## src/rtc_pkg.sv

```systemverilog
// Shared constants, field layouts and carrier types for the clock core
package rtc_pkg;

   // Crystal edges per second for each crystal choice
   localparam int unsigned XTAL_DIV_STD = 32768;
   localparam int unsigned XTAL_DIV_ALT = 32000;
   localparam int unsigned PHASE_W      = 16;

   typedef logic [3:0] reg_addr_t;
   typedef logic [7:0] bcd_t;

   // Register offsets
   localparam reg_addr_t ADDR_SEC   = 4'h0;
   localparam reg_addr_t ADDR_MIN   = 4'h1;
   localparam reg_addr_t ADDR_HOUR  = 4'h2;
   localparam reg_addr_t ADDR_WDAY  = 4'h3;
   localparam reg_addr_t ADDR_DAY   = 4'h4;
   localparam reg_addr_t ADDR_MON   = 4'h5;
   localparam reg_addr_t ADDR_YEAR  = 4'h6;
   localparam reg_addr_t ADDR_TRIM  = 4'h7;
   localparam reg_addr_t ADDR_CTRL1 = 4'he;
   localparam reg_addr_t ADDR_CTRL2 = 4'hf;

   // Implemented bits of each counter register except the weekday
   localparam bcd_t MASK_SEC  = 8'h7f;
   localparam bcd_t MASK_MIN  = 8'h7f;
   localparam bcd_t MASK_HOUR = 8'h3f;
   localparam bcd_t MASK_DAY  = 8'h3f;
   localparam bcd_t MASK_MON  = 8'h1f;
   localparam bcd_t MASK_YEAR = 8'hff;

   // Control register 2 bit positions
   localparam int unsigned C2_HOUR24  = 5;
   localparam int unsigned C2_HALT    = 4;
   localparam int unsigned C2_CLKDIS  = 3;
   localparam int unsigned C2_PERIOD  = 2;
   localparam int unsigned C2_ALARM_A = 1;
   localparam int unsigned C2_ALARM_B = 0;

   // Control register 1 bit positions
   localparam int unsigned C1_ALA_EN  = 7;
   localparam int unsigned C1_ALB_EN  = 6;
   localparam int unsigned C1_ROUTE1  = 5;
   localparam int unsigned C1_ROUTE2  = 4;
   localparam int unsigned C1_TEST    = 3;
   localparam int unsigned C1_PSEL_HI = 2;
   localparam int unsigned C1_PSEL_LO = 0;

   // Trim register: crystal choice bit
   localparam int unsigned TRIM_XTAL_SEL = 7;

   // Periodic cycle select codes
   localparam logic [2:0] PSEL_OFF   = 3'h0;
   localparam logic [2:0] PSEL_LOW   = 3'h1;
   localparam logic [2:0] PSEL_2HZ   = 3'h2;
   localparam logic [2:0] PSEL_1HZ   = 3'h3;
   localparam logic [2:0] PSEL_SEC   = 3'h4;
   localparam logic [2:0] PSEL_MIN   = 3'h5;
   localparam logic [2:0] PSEL_HOUR  = 3'h6;
   localparam logic [2:0] PSEL_MONTH = 3'h7;

   // BCD landmarks of the carry chain
   localparam bcd_t BCD_ZERO   = 8'h00;
   localparam bcd_t BCD_ONE    = 8'h01;
   localparam bcd_t BCD_59     = 8'h59;
   localparam bcd_t BCD_23     = 8'h23;
   localparam bcd_t BCD_AM11   = 8'h11;
   localparam bcd_t BCD_AM12   = 8'h12;
   localparam bcd_t BCD_PM12   = 8'h32;
   localparam bcd_t BCD_PM1    = 8'h21;
   localparam bcd_t BCD_PM11   = 8'h31;
   localparam bcd_t BCD_FEB    = 8'h02;
   localparam bcd_t BCD_APR    = 8'h04;
   localparam bcd_t BCD_JUN    = 8'h06;
   localparam bcd_t BCD_SEP    = 8'h09;
   localparam bcd_t BCD_NOV    = 8'h11;
   localparam bcd_t BCD_DEC    = 8'h12;
   localparam bcd_t BCD_D28    = 8'h28;
   localparam bcd_t BCD_D29    = 8'h29;
   localparam bcd_t BCD_D30    = 8'h30;
   localparam bcd_t BCD_D31    = 8'h31;
   localparam bcd_t BCD_99     = 8'h99;
   localparam logic [3:0] BCD_NINE  = 4'h9;
   localparam logic [2:0] WDAY_LAST = 3'h6;

   // One register write from the serial-bus front end
   typedef struct packed {
      logic      wr;
      reg_addr_t addr;
      bcd_t      wdata;
   } reg_req_t;

endpackage

```

## src/rtc_sync2.sv

```systemverilog
// Two-flop synchroniser for asynchronous level inputs
`timescale 1ns/10ps
module rtc_sync2 #(
   parameter int unsigned WIDTH = 1
) (
   // Clock and reset
   input  wire logic             clock_i,
   input  wire logic             rst_n_i,
   // Levels
   input  wire logic [WIDTH-1:0] async_i,
   output logic      [WIDTH-1:0] sync_o
);
   logic [WIDTH-1:0] meta;

   always_ff @(posedge clock_i) begin
      if (!rst_n_i) begin
         meta   <= '0;
         sync_o <= '0;
      end else begin
         meta   <= async_i;
         sync_o <= meta;
      end
   end
endmodule

```

## src/rtc_prescaler.sv

```systemverilog
// Crystal edge divider giving the one-second tick and pulse-mode phases
`timescale 1ns/10ps
module rtc_prescaler
   import rtc_pkg::*;
#(
   parameter int unsigned DIV_STD = XTAL_DIV_STD,
   parameter int unsigned DIV_ALT = XTAL_DIV_ALT
) (
   // Clock and reset
   input  wire logic clock_i,
   input  wire logic rst_n_i,
   // Crystal edge and crystal choice
   input  wire logic xtal_rise_i,
   input  wire logic alt_sel_i,
   // Timing outputs
   output logic      tick_o,
   output logic      low_1hz_o,
   output logic      low_2hz_o
);
   logic [PHASE_W-1:0] phase;
   logic [PHASE_W-1:0] period;
   logic [PHASE_W-1:0] half;
   logic [PHASE_W-1:0] quarter;

   assign period  = alt_sel_i ? PHASE_W'(DIV_ALT - 1) : PHASE_W'(DIV_STD - 1);
   assign half    = PHASE_W'(({1'b0, period} + 1'b1) >> 1);
   assign quarter = PHASE_W'(({1'b0, period} + 1'b1) >> 2);

   always_ff @(posedge clock_i) begin
      if (!rst_n_i) begin
         phase <= '0;
      end else if (xtal_rise_i) begin
         phase <= (phase >= period) ? '0 : phase + 1'b1;
      end
   end

   // Seconds count on the edge that closes the period
   assign tick_o    = xtal_rise_i && (phase >= period);
   assign low_1hz_o = phase < half;
   assign low_2hz_o = (phase < quarter) ||
                      ((phase >= half) && (phase < half + quarter));
endmodule

```

## src/rtc_core.sv

```systemverilog
// Timekeeping core: status flags, interrupt pins and BCD calendar
`timescale 1ns/10ps
module rtc_core
   import rtc_pkg::*;
#(
   parameter int unsigned DIV_STD = XTAL_DIV_STD,
   parameter int unsigned DIV_ALT = XTAL_DIV_ALT
) (
   // Clock and reset
   input  wire logic     clock_i,
   input  wire logic     rst_n_i,
   // Register port
   input  wire reg_req_t reg_req_i,
   input  wire reg_addr_t reg_raddr_i,
   output bcd_t          reg_rdata_o,
   // Oscillator side, asynchronous
   input  wire logic     xtal_i,
   input  wire logic     osc_stopped_i,
   // Alarm comparators, same clock
   input  wire logic     alarm_a_match_i,
   input  wire logic     alarm_b_match_i,
   // Open-drain interrupt pins
   output logic          irq_out_a_o,
   output logic          irq_out_a_oe_o,
   output logic          irq_out_b_o,
   output logic          irq_out_b_oe_o
);

   function automatic bcd_t bcd_inc(input bcd_t v);
      if (v[3:0] == BCD_NINE) begin
         bcd_inc = {v[7:4] + 4'h1, 4'h0};
      end else begin
         bcd_inc = {v[7:4], v[3:0] + 4'h1};
      end
   endfunction

   // Years 00, 04 .. 96: even tens need 0/4/8, odd tens need 2/6
   function automatic logic is_leap(input bcd_t y);
      if (y[4]) begin
         is_leap = (y[3:0] == 4'h2) || (y[3:0] == 4'h6);
      end else begin
         is_leap = (y[3:0] == 4'h0) || (y[3:0] == 4'h4) ||
                   (y[3:0] == 4'h8);
      end
   endfunction

   function automatic bcd_t last_day(input bcd_t m, input logic leap);
      if (m == BCD_FEB) begin
         last_day = leap ? BCD_D29 : BCD_D28;
      end else if ((m == BCD_APR) || (m == BCD_JUN) ||
                   (m == BCD_SEP) || (m == BCD_NOV)) begin
         last_day = BCD_D30;
      end else begin
         last_day = BCD_D31;
      end
   endfunction

   function automatic bcd_t hour_inc(input bcd_t h, input logic h24);
      if (h24) begin
         hour_inc = (h == BCD_23) ? BCD_ZERO : bcd_inc(h);
      end else begin
         case (h)
            BCD_AM12: hour_inc = BCD_ONE;
            BCD_AM11: hour_inc = BCD_PM12;
            BCD_PM12: hour_inc = BCD_PM1;
            BCD_PM11: hour_inc = BCD_AM12;
            default:  hour_inc = bcd_inc(h);
         endcase
      end
   endfunction

   // Synchronised oscillator inputs
   logic [1:0] sync_out;
   logic       xtal_s;
   logic       xtal_d;
   logic       osc_stop_s;
   logic       xtal_rise;

   rtc_sync2 #(
      .WIDTH   (2)
   ) u_sync (
      .clock_i (clock_i),
      .rst_n_i (rst_n_i),
      .async_i ({xtal_i, osc_stopped_i}),
      .sync_o  (sync_out)
   );

   assign xtal_s     = sync_out[1];
   assign osc_stop_s = sync_out[0];

   always_ff @(posedge clock_i) begin
      if (!rst_n_i) begin
         xtal_d <= 1'b0;
      end else begin
         xtal_d <= xtal_s;
      end
   end

   assign xtal_rise = xtal_s && !xtal_d;

   // Register state
   bcd_t       sec;
   bcd_t       min;
   bcd_t       hour;
   logic [2:0] wday;
   bcd_t       day;
   bcd_t       mon;
   bcd_t       year;
   bcd_t       trim;
   bcd_t       ctrl1;
   logic       hour24;
   logic       clkout_disable;
   logic       osc_halt_flag;
   logic       periodic_irq_flag;
   logic       alarm_a_flag;
   logic       alarm_b_flag;

   logic       alarm_a_enable;
   logic       alarm_b_enable;
   logic       route_sel_one;
   logic       route_sel_two;
   logic [2:0] periodic_sel;

   assign alarm_a_enable = ctrl1[C1_ALA_EN];
   assign alarm_b_enable = ctrl1[C1_ALB_EN];
   assign route_sel_one  = ctrl1[C1_ROUTE1];
   assign route_sel_two  = ctrl1[C1_ROUTE2];
   assign periodic_sel   = ctrl1[C1_PSEL_HI:C1_PSEL_LO];

   // Write strobes
   logic wr_sec;
   logic wr_min;
   logic wr_hour;
   logic wr_wday;
   logic wr_day;
   logic wr_mon;
   logic wr_year;
   logic wr_ctrl2;
   bcd_t wd;

   assign wd       = reg_req_i.wdata;
   assign wr_sec   = reg_req_i.wr && (reg_req_i.addr == ADDR_SEC);
   assign wr_min   = reg_req_i.wr && (reg_req_i.addr == ADDR_MIN);
   assign wr_hour  = reg_req_i.wr && (reg_req_i.addr == ADDR_HOUR);
   assign wr_wday  = reg_req_i.wr && (reg_req_i.addr == ADDR_WDAY);
   assign wr_day   = reg_req_i.wr && (reg_req_i.addr == ADDR_DAY);
   assign wr_mon   = reg_req_i.wr && (reg_req_i.addr == ADDR_MON);
   assign wr_year  = reg_req_i.wr && (reg_req_i.addr == ADDR_YEAR);
   assign wr_ctrl2 = reg_req_i.wr && (reg_req_i.addr == ADDR_CTRL2);

   // One-second base
   logic tick;
   logic low_1hz;
   logic low_2hz;

   rtc_prescaler #(
      .DIV_STD     (DIV_STD),
      .DIV_ALT     (DIV_ALT)
   ) u_prescaler (
      .clock_i     (clock_i),
      .rst_n_i     (rst_n_i),
      .xtal_rise_i (xtal_rise),
      .alt_sel_i   (trim[TRIM_XTAL_SEL]),
      .tick_o      (tick),
      .low_1hz_o   (low_1hz),
      .low_2hz_o   (low_2hz)
   );

   // Carry chain; a host write to a counter suppresses its own step
   logic sec_wrap;
   logic min_wrap;
   logic hour_wrap;
   logic day_wrap;
   logic mon_wrap;

   assign sec_wrap  = tick && (sec == BCD_59);
   assign min_wrap  = sec_wrap && (min == BCD_59);
   assign hour_wrap = min_wrap &&
                      (hour24 ? (hour == BCD_23)
                              : (hour == BCD_PM11));
   assign day_wrap  = hour_wrap &&
                      (day == last_day(mon, is_leap(year)));
   assign mon_wrap  = day_wrap && (mon == BCD_DEC);

   always_ff @(posedge clock_i) begin
      if (!rst_n_i) begin
         sec <= BCD_ZERO;
      end else if (wr_sec) begin
         sec <= wd & MASK_SEC;
      end else if (tick) begin
         sec <= sec_wrap ? BCD_ZERO : bcd_inc(sec);
      end
   end

   always_ff @(posedge clock_i) begin
      if (!rst_n_i) begin
         min <= BCD_ZERO;
      end else if (wr_min) begin
         min <= wd & MASK_MIN;
      end else if (sec_wrap) begin
         min <= min_wrap ? BCD_ZERO : bcd_inc(min);
      end
   end

   always_ff @(posedge clock_i) begin
      if (!rst_n_i) begin
         hour <= BCD_ZERO;
      end else if (wr_hour) begin
         hour <= wd & MASK_HOUR;
      end else if (min_wrap) begin
         hour <= hour_inc(hour, hour24);
      end
   end

   always_ff @(posedge clock_i) begin
      if (!rst_n_i) begin
         wday <= '0;
      end else if (wr_wday) begin
         wday <= wd[2:0];
      end else if (hour_wrap) begin
         wday <= (wday == WDAY_LAST) ? 3'h0 : wday + 3'h1;
      end
   end

   always_ff @(posedge clock_i) begin
      if (!rst_n_i) begin
         day <= BCD_ONE;
      end else if (wr_day) begin
         day <= wd & MASK_DAY;
      end else if (hour_wrap) begin
         day <= day_wrap ? BCD_ONE : bcd_inc(day);
      end
   end

   always_ff @(posedge clock_i) begin
      if (!rst_n_i) begin
         mon <= BCD_ONE;
      end else if (wr_mon) begin
         mon <= wd & MASK_MON;
      end else if (day_wrap) begin
         mon <= mon_wrap ? BCD_ONE : bcd_inc(mon);
      end
   end

   always_ff @(posedge clock_i) begin
      if (!rst_n_i) begin
         year <= BCD_ZERO;
      end else if (wr_year) begin
         year <= wd & MASK_YEAR;
      end else if (mon_wrap) begin
         year <= (year == BCD_99) ? BCD_ZERO : bcd_inc(year);
      end
   end

   // Oscillator halt flag; a stop seen in the clearing cycle wins
   always_ff @(posedge clock_i) begin
      if (!rst_n_i) begin
         osc_halt_flag <= 1'b1;
      end else if (osc_stop_s) begin
         osc_halt_flag <= 1'b1;
      end else if (wr_ctrl2) begin
         osc_halt_flag <= 1'b0;
      end
   end

   // Control fields other than the hour format held at zero for as long as the halt flag stands
   always_ff @(posedge clock_i) begin
      if (!rst_n_i) begin
         trim  <= '0;
         ctrl1 <= '0;
      end else if (osc_halt_flag) begin
         trim  <= '0;
         ctrl1 <= '0;
      end else if (reg_req_i.wr) begin
         if (reg_req_i.addr == ADDR_TRIM) begin
            trim <= wd;
         end
         if (reg_req_i.addr == ADDR_CTRL1) begin
            ctrl1 <= wd;
         end
      end
   end

   always_ff @(posedge clock_i) begin
      if (!rst_n_i) begin
         hour24         <= 1'b0;
         clkout_disable <= 1'b0;
      end else begin
         if (wr_ctrl2) begin
            hour24 <= wd[C2_HOUR24];
         end
         if (osc_halt_flag) begin
            clkout_disable <= 1'b0;
         end else if (wr_ctrl2) begin
            clkout_disable <= wd[C2_CLKDIS];
         end
      end
   end

   // Periodic flag follows the output waveform; level mode latches
   logic level_event;
   logic per_clear;

   always_comb begin
      case (periodic_sel)
         PSEL_SEC:   level_event = tick;
         PSEL_MIN:   level_event = sec_wrap;
         PSEL_HOUR:  level_event = min_wrap;
         PSEL_MONTH: level_event = day_wrap;
         default:    level_event = 1'b0;
      endcase
   end

   assign per_clear = wr_ctrl2 && !wd[C2_PERIOD];

   always_ff @(posedge clock_i) begin
      if (!rst_n_i) begin
         periodic_irq_flag <= 1'b0;
      end else begin
         case (periodic_sel)
            PSEL_OFF: periodic_irq_flag <= 1'b0;
            PSEL_LOW: periodic_irq_flag <= 1'b1;
            PSEL_2HZ: periodic_irq_flag <= low_2hz;
            PSEL_1HZ: periodic_irq_flag <= low_1hz;
            default: begin
               if (level_event) begin
                  periodic_irq_flag <= 1'b1;
               end else if (per_clear) begin
                  periodic_irq_flag <= 1'b0;
               end
            end
         endcase
      end
   end

   // Alarm flags; a match in the clearing cycle wins over the clear
   always_ff @(posedge clock_i) begin
      if (!rst_n_i) begin
         alarm_a_flag <= 1'b0;
      end else if (!alarm_a_enable) begin
         alarm_a_flag <= 1'b0;
      end else if (alarm_a_match_i) begin
         alarm_a_flag <= 1'b1;
      end else if (wr_ctrl2 && !wd[C2_ALARM_A]) begin
         alarm_a_flag <= 1'b0;
      end
   end

   always_ff @(posedge clock_i) begin
      if (!rst_n_i) begin
         alarm_b_flag <= 1'b0;
      end else if (!alarm_b_enable) begin
         alarm_b_flag <= 1'b0;
      end else if (alarm_b_match_i) begin
         alarm_b_flag <= 1'b1;
      end else if (wr_ctrl2 && !wd[C2_ALARM_B]) begin
         alarm_b_flag <= 1'b0;
      end
   end

   // Pin routing; control fields are already zero while halted
   logic a_on;
   logic b_on;
   logic clk_low;

   assign clk_low = !clkout_disable && !xtal_s;
   assign a_on = !osc_halt_flag &&
                 (alarm_a_flag ||
                  (!route_sel_two && alarm_b_flag) ||
                  (!route_sel_one && periodic_irq_flag));
   assign b_on = clk_low ||
                 (route_sel_two && alarm_b_flag) ||
                 (route_sel_one && periodic_irq_flag);

   // Open drain: the pin is pulled low only while enabled
   always_ff @(posedge clock_i) begin
      if (!rst_n_i) begin
         irq_out_a_o    <= 1'b0;
         irq_out_a_oe_o <= 1'b0;
         irq_out_b_o    <= 1'b0;
         irq_out_b_oe_o <= 1'b0;
      end else begin
         irq_out_a_o    <= 1'b0;
         irq_out_a_oe_o <= a_on;
         irq_out_b_o    <= 1'b0;
         irq_out_b_oe_o <= b_on;
      end
   end

   // Read data, one cycle behind the address
   bcd_t next_rdata;

   always_comb begin
      case (reg_raddr_i)
         ADDR_SEC:   next_rdata = sec;
         ADDR_MIN:   next_rdata = min;
         ADDR_HOUR:  next_rdata = hour;
         ADDR_WDAY:  next_rdata = {5'h00, wday};
         ADDR_DAY:   next_rdata = day;
         ADDR_MON:   next_rdata = mon;
         ADDR_YEAR:  next_rdata = year;
         ADDR_TRIM:  next_rdata = trim;
         ADDR_CTRL1: next_rdata = ctrl1;
         ADDR_CTRL2: begin
            next_rdata = '0;
            next_rdata[C2_HOUR24]  = hour24;
            next_rdata[C2_HALT]    = osc_halt_flag;
            next_rdata[C2_CLKDIS]  = clkout_disable;
            next_rdata[C2_PERIOD]  = periodic_irq_flag;
            next_rdata[C2_ALARM_A] = alarm_a_flag && alarm_a_enable;
            next_rdata[C2_ALARM_B] = alarm_b_flag && alarm_b_enable;
         end
         default:    next_rdata = '0;
      endcase
   end

   always_ff @(posedge clock_i) begin
      if (!rst_n_i) begin
         reg_rdata_o <= '0;
      end else begin
         reg_rdata_o <= next_rdata;
      end
   end

endmodule

```

## config.mk

```make
export PLATFORM = sky130hd
export DESIGN_NAME = rtc_core
export DESIGN_NICKNAME = d
export VERILOG_FILES = /design/src/rtc_pkg.sv /design/src/rtc_sync2.sv /design/src/rtc_prescaler.sv /design/src/rtc_core.sv
export SDC_FILE = /design/constraint.sdc
export NUM_CORES = 1
export LEC_CHECK = 0
export BUFFER_PORTS_ARGS = -buffer_cell sky130_fd_sc_hd__buf_4
export CORE_MARGIN = 4
export CORE_UTILIZATION = 59
export DETAILED_ROUTE_END_ITERATION = 12
export PLACE_DENSITY = 0.77
export SETUP_SLACK_MARGIN = 0.4
export SYNTH_ARGS = -nofsm -noshare
export SYNTH_HDL_FRONTEND = slang
export SYNTH_SLANG_ARGS = --single-unit
```

## constraint.sdc

```tcl
create_clock -name clock_i -period 7 [get_ports clock_i]
set_input_delay 1.75 -clock clock_i [delete_from_list [all_inputs] [get_ports clock_i]]
set_output_delay 1.75 -clock clock_i [all_outputs]
set_load 0.005 [all_outputs]
```

---- Yosys cells after proc, flatten, opt, wreduce, memory -nomap -nowiden ----
Index checks and enable logic that the tools add are counted.
cells by class
  add/sub/neg operators ................... 16
  $lt $le $gt $ge ......................... 5
  equality and inequality tests ........... 51
  mux-type cells .......................... 45
  bitwise logic cells ..................... 1
  reductions and logical operators ........ 90
operators by type and width
  operator                                              number
  2-to-1 mux 8 bit                                      16
  one-hot mux 8 bit (10 select lines)                   1
  adder 4 x 1 -> 4 bit (second input constant)          12
  equality test 4 bit (second input constant)           11
  equality test 4 x 3 -> 1 bit (second input constant)  10
  equality test 8 x 5 -> 1 bit (second input constant)  4
  >= comparator 16 bit                                  2
  less-than comparator 16 bit                           2
  one-hot mux 8 bit (4 select lines)                    1
  2-to-1 mux 7 bit                                      4
  logical AND 1 bit                                     27
  AND reduction 2 bit                                   13
  nonzero test 2 bit                                    13
  equality test 8 x 6 -> 1 bit (second input constant)  3
  2-to-1 mux 6 bit                                      4
  equality test 4 x 2 -> 1 bit (second input constant)  5
  adder 16 x 1 -> 17 bit (second input constant)        1
  adder 16 x 1 -> 16 bit (second input constant)        1
  adder 16 x 15 -> 16 bit                               1
  equality test 8 x 3 -> 1 bit (second input constant)  2
  equality test 8 x 7 -> 1 bit (second input constant)  2
  less-than comparator 16 x 15 -> 1 bit                 1
  2-to-1 mux 16 bit                                     1
  equality test 3 bit (second input constant)           5
  other kinds (21)                                      66
word-level totals
  flip-flop bits (word level) ............. 104
  input port bits ......................... 23
  logic and storage cells ................. 240

---- Longest topological paths before layout ----
  depth after elaboration ................. 12
  depth in mapped cells ................... 10
  mapped depth without buffers ............ 9

---- Cells and area by module ----
Synthesis repeated with hierarchy kept, for this count alone.
unflattened totals
  cells, all modules ...................... 829
  area total of the unflattened synthesis .. 6,666.4 um^2
by module, submodules not included
  module         instances  cells an instance  area each (um^2)  sequential area each (um^2)
  rtc_core       1          685                5,390.2           1,681.6
  rtc_prescaler  1          136                1,171.1           320.3
  rtc_sync2      1          8                  105.1             80.1

---- Least setup slack after synthesis ----
No wires, ideal clock.
  kind .................................... input port to flip-flop
  start ................................... input reg_raddr_i[2]
  end ..................................... register reg_rdata_o[7]
  setup time .............................. 0.121 ns
  arrival ................................. 2.970 ns
  required time ........................... 6.879 ns
  slack ................................... 3.908 ns
  cell stages on the path ................. 9
  buffers on the path ..................... 2
  path through ............................ clkbuf_1 clkbuf_1 nor2_1 nand2_1 nand2_1 a22oi_1 nor2_1 a211oi_1 nor2_1
on the way
  longest elaborated chain between the ends .. 2
ends and longest elaborated chain
  what                                               line             text
  start: declaration                                 rtc_core.sv:14   input wire reg_addr_t reg_raddr_i,
  equality test 4 bit, or another cell as far along  rtc_core.sv:394  case (reg_raddr_i)
  one-hot mux 8 bit (10 select lines) *              rtc_core.sv:394
  end signal: assignment                             rtc_core.sv:421  reg_rdata_o <= next_rdata;
  end: declaration                                   rtc_core.sv:15   output bcd_t reg_rdata_o,
Every way passes the cells marked *; elsewhere a longest branch is shown, timed or not.
A chain may end at the register's enable or synchronous reset.

---- Worst setup path in the final report ----
  start ................................... register trim[7]
  end ..................................... register mon[2]
on the way
  longest elaborated chain between the ends .. 11
ends and longest elaborated chain
  what                      line                 text
  start: declaration        rtc_core.sv:109      bcd_t trim;
  start signal: assignment  rtc_core.sv:276      trim <= wd;
  2-to-1 mux 10 bit *       rtc_prescaler.sv:25  assign period = alt_sel_i ? PHASE_W'(DIV_ALT - 1) : PHASE_W'(DIV_STD - 1);
  >= comparator 16 bit *    rtc_prescaler.sv:38  assign tick_o = xtal_rise_i && (phase >= period);
  logical AND 1 bit *       rtc_prescaler.sv:38
  logical AND 1 bit *       rtc_core.sv:176      assign sec_wrap = tick && (sec == BCD_59);
  logical AND 1 bit *       rtc_core.sv:177      assign min_wrap = sec_wrap && (min == BCD_59);
  logical AND 1 bit *       rtc_core.sv:178      assign hour_wrap = min_wrap &&
  logical AND 1 bit *       rtc_core.sv:181      assign day_wrap = hour_wrap &&
  logical AND 1 bit         rtc_core.sv:183      assign mon_wrap = day_wrap && (mon == BCD_DEC);
  2-to-1 mux 8 bit          rtc_core.sv:241      mon <= mon_wrap ? BCD_ONE : bcd_inc(mon);
  2-to-1 mux 5 bit          rtc_core.sv:240      end else if (day_wrap) begin
  2-to-1 mux 5 bit          rtc_core.sv:238      end else if (wr_mon) begin
  end signal: assignment    rtc_core.sv:239      mon <= wd & MASK_MON;
  end signal: assignment    rtc_core.sv:241
  end: declaration          rtc_core.sv:107      bcd_t mon;
Every way passes the cells marked *; elsewhere a longest branch is shown, timed or not. The select of a mux whose other input is x is not followed.

==> impl_summary.md <==
Placed design
The routability congestion estimate is 0.942. The wire-length estimate of the detail-placed layout is 14,100 um. Once placement completed, the tool counted placed cells totaling 982. The number of input and output port buffers inserted is 32.

Prior to clock tree synthesis, the placed netlist has a worst setup slack of 3220 ps.

STA
The final clock period utilization by the worst path is 51.8%. The hold violation count in the final report is 0. The setup slack after layout is 3370 ps. The total negative setup slack is 0 ps. For the pin with the worst max-slew slack, the measured transition is 1300 ps. The number of setup violations in the final report is 0. The total count of max-transition violations in the final report is 0. Timing would allow up to 276 MHz. Counting I/O delays and the setup requirement, the final critical path takes 3630 ps. Setup repair after global routing left no endpoint under its margin. The worst slew margin relative to its limit is 12.6%.

The worst-case clock skew is 12.3 ps.

Setup path
Walking the worst path, the cells encountered are inv_1 -> ha_1 -> nor2_1 -> nand4_2 -> a211oi_1 -> o21ai_1 -> o311ai_0 -> o2111a_1. The biggest fanout along the worst timing path is 17. The critical path startpoint category is a flip-flop. The cell with the biggest individual delay on the critical path is sky130_fd_sc_hd__dfxtp_1. The data required time at the worst endpoint is 7300 ps. The endpoint class of the critical path is a flip-flop. The critical path's largest stage delay is 610 ps.

In this design, the largest share of critical-path delay is due to compound AO/OA/AOI/OAI gates. For the worst setup path, the data arrival time is 3930 ps. The classification of the worst setup path is reg2reg.

The worst path buffer plus inverter count is 1.

Clocking
The clock root buffer master is sky130_fd_sc_hd__clkbuf_16. After clock tree synthesis, the repair step resized 0 gates. The CTS tree is yes. The later pin in the worst-skew pair is clocked with a latency of 360 ps.

The clock slew seen by the registers of the worst setup and hold paths is 80 ps. CTS built an H-tree with a depth of 3. Clock tree synthesis inserted a total of 9 buffers. The maximum root-to-sink buffer count is 2.

The sink count of the clock tree is 104. For this design, the CTS-stage hold fixing added 0 buffers. Buffers added to address setup during post-CTS repair amount to 0.

Logic synthesis
The flop and latch count out of synthesis is 104. The summed instance area of the synthesized netlist is 6640 um2. In the synthesized netlist, the number of instances is 857. Sequential elements use 31.4% of the synthesized area.

The number of distinct standard cells referenced by the synthesized netlist is 81. For this run, the leading register cell type out of synthesis is sky130_fd_sc_hd__dfxtp_1. The async set or reset register ratio after synthesis is 0%. The number of enable-type register cells in the synthesized netlist is 0.

The number of warnings issued by yosys is 0. A synthesized cell averages 7.75 um2.

GRT
Entering global routing, the biggest net connects 52 pins. The number of antenna violations at the first check in global routing is 0. The first global-routing pass estimated 31,400 um of wire.

In the global route stage, overall resource usage came out at 30.5%. For this run the aggregate overflow at the end of global routing stands at 0. The via count of the first global-routing pass is 6,146.

Routing
In this run the remaining antenna-violating nets after routing total 0. The wire length reported by the detailed router is 19,500 um. The number of search-and-repair iterations in the first detailed-routing pass is 5. The final route contains 6,646 vias. The number of DRC violations after detailed-routing iteration 0 is 904.

The number of vias per cell after detailed routing is 6.66. In the routed design, unresolved DRC markers number 0. After detailed routing, the average wire length per cell comes to 19.6 um.

Die
After floorplanning, the core was sized to cover 10,900 um2. The number of rows in the core area is 38. The floorplan step set the die width to 114 um. The total die area is 13,000 um2. From bottom edge to top edge, the die measures 114 um.

The count of boundary I/O pins is 35. The effective utilization at floorplan is 60.7%.

Finish
Leaving out fill and tap cells, the most frequent cells in the layout are sky130_fd_sc_hd__dfxtp_1, sky130_fd_sc_hd__nand2_1, sky130_fd_sc_hd__nor2_1. The share of final-layout standard cells stronger than drive strength 1 is 8.16%. The largest register by flop count is u_prescaler.phase. The area occupied by registers is 2080 um2. The area growth from synthesis to final layout is 7.73%.

The final layout contains 909 nets. The number of antenna diodes in the final layout is 0. Summing all multi-input logic gate instances after layout gives 4240 um2. Cells fill 65.4% of the core in the end. The register with the most flip-flops in the layout has 16 of them. The count of non-filler cells in the finished layout is 998.

The filler cell count is 987. The commonest non-fill, non-tap cell in the layout is sky130_fd_sc_hd__dfxtp_1.

Power
For this design the static power due to leakage is 2.50 nW. The overall power after layout is 1.22 mW. Across the VDD grid, the largest voltage drop is 0.000210 V. The areal power density over the cells is 170 nW/um2.

Run status
The run finished with clean final reports.

Worst hold path
The class of the most critical hold timing path is reg2reg.

Job
Across the run, the number of max-cap violations was 0.
-- stage by stage --
| step | area [um2] | hold WS (ps) |
|---|---|---|
| floorplan | 6640 | 394 |
| global placement | 6870 | 417 |
| detailed placement | 6870 | 423 |
| CTS | 7150 | 440 |
| global route | 7150 | 457 |
| finish | 7150 | 436 |
-- report_power, final --
part | switching [mW] | total (mW) | internal, mW
clock | 0.249 | 0.498 | 0.249
combinational | 0.0646 | 0.102 | 0.0371
sequential | 0.0166 | 0.618 | 0.602
total | 0.330 | 1.22 | 0.887
-- Yosys cell counts, drive strengths merged (5+ instances only) --
cell type	count	area [um2]
xor2	9	78.8
clkbuf	37	140
ha	33	413
nor4	5	31.3
a311oi	6	52.6
a221oi	6	52.6
nor2b	9	56.3
nand2b	11	68.8
nand3	25	130
a22oi	8	60.1
nand4b	5	43.8
or4	8	60.1
nand3b	8	60.1
dfxtp	104	2080
o211ai	10	88.8
mux2i	35	350
a31oi	17	106
or3	8	50.1
a211oi	7	65.1
and2	13	81.3
inv	32	120
and3	6	37.5
o22ai	7	43.8
o21ai	67	335
nand4	16	106
nor2	102	383
nor3	24	125
xnor2	8	70.1
a21oi	44	220
buf	12	57.6
nand2	102	383
-- logic make-up after synthesis --
logic type      after synthesis  synth area share (%)
xor+xnor                     17                  2.24
mux                          41                  6.64
other cells                   1                0.0565
compound gates              214                  21.2
flops                       104                  31.4
simple gates                365                  27.4
fa+ha+maj                    33                  6.22
buf+inv                      82                  4.84
-- worst reg2reg max path, delay by kind of cell, from the launching register on --
kind / cells / cell delay (ps)
buf+inv: 1 / 260
flops: 1 / 610
fa+ha+maj: 1 / 390
compound gates: 4 / 1990
simple gates: 2 / 310
-- per-layer routing --
| layer | share of wire (%) | vias to the layer above | global-route usage, % | wire, um |
|---|---|---|---|---|
| li1 | - | 3083 | - | - |
| met1 | 41 | 3140 | 41.1 | 8090 |
| met2 | 45 | 377 | 47.8 | 8730 |
| met3 | 11 | 46 | 7.56 | 2150 |
| met4 | 2.8 | 0 | 10.4 | 546 |
| met5 | 0 | - | 0 | 0 |
-- area by class of cell --
type	instances	share of cell area, %
clock buffer	9	3.15
tap	140	2.45
timing repair buffer	33	3.46
inverter	33	1.73
sequential	104	29.1
multi-input combinational	672	59.3
clock inverter	7	0.822
-- path summary, 6_finish.rpt --
| check | start | to | slack (ps) | cells past startpoint |
|---|---|---|---|---|
| worst max register to register | trim[7] | mon[2] | 3370 | 8 |
| worst min register to register | u_sync.meta[1] | u_sync.sync_o[1] | 440 | 1 |
| worst min-delay path | u_sync.meta[1] | u_sync.sync_o[1] | 440 | 1 |
| worst max-delay path | trim[7] | mon[2] | 3370 | 8 |
Note: power is estimated with default switching activity, not from simulation.
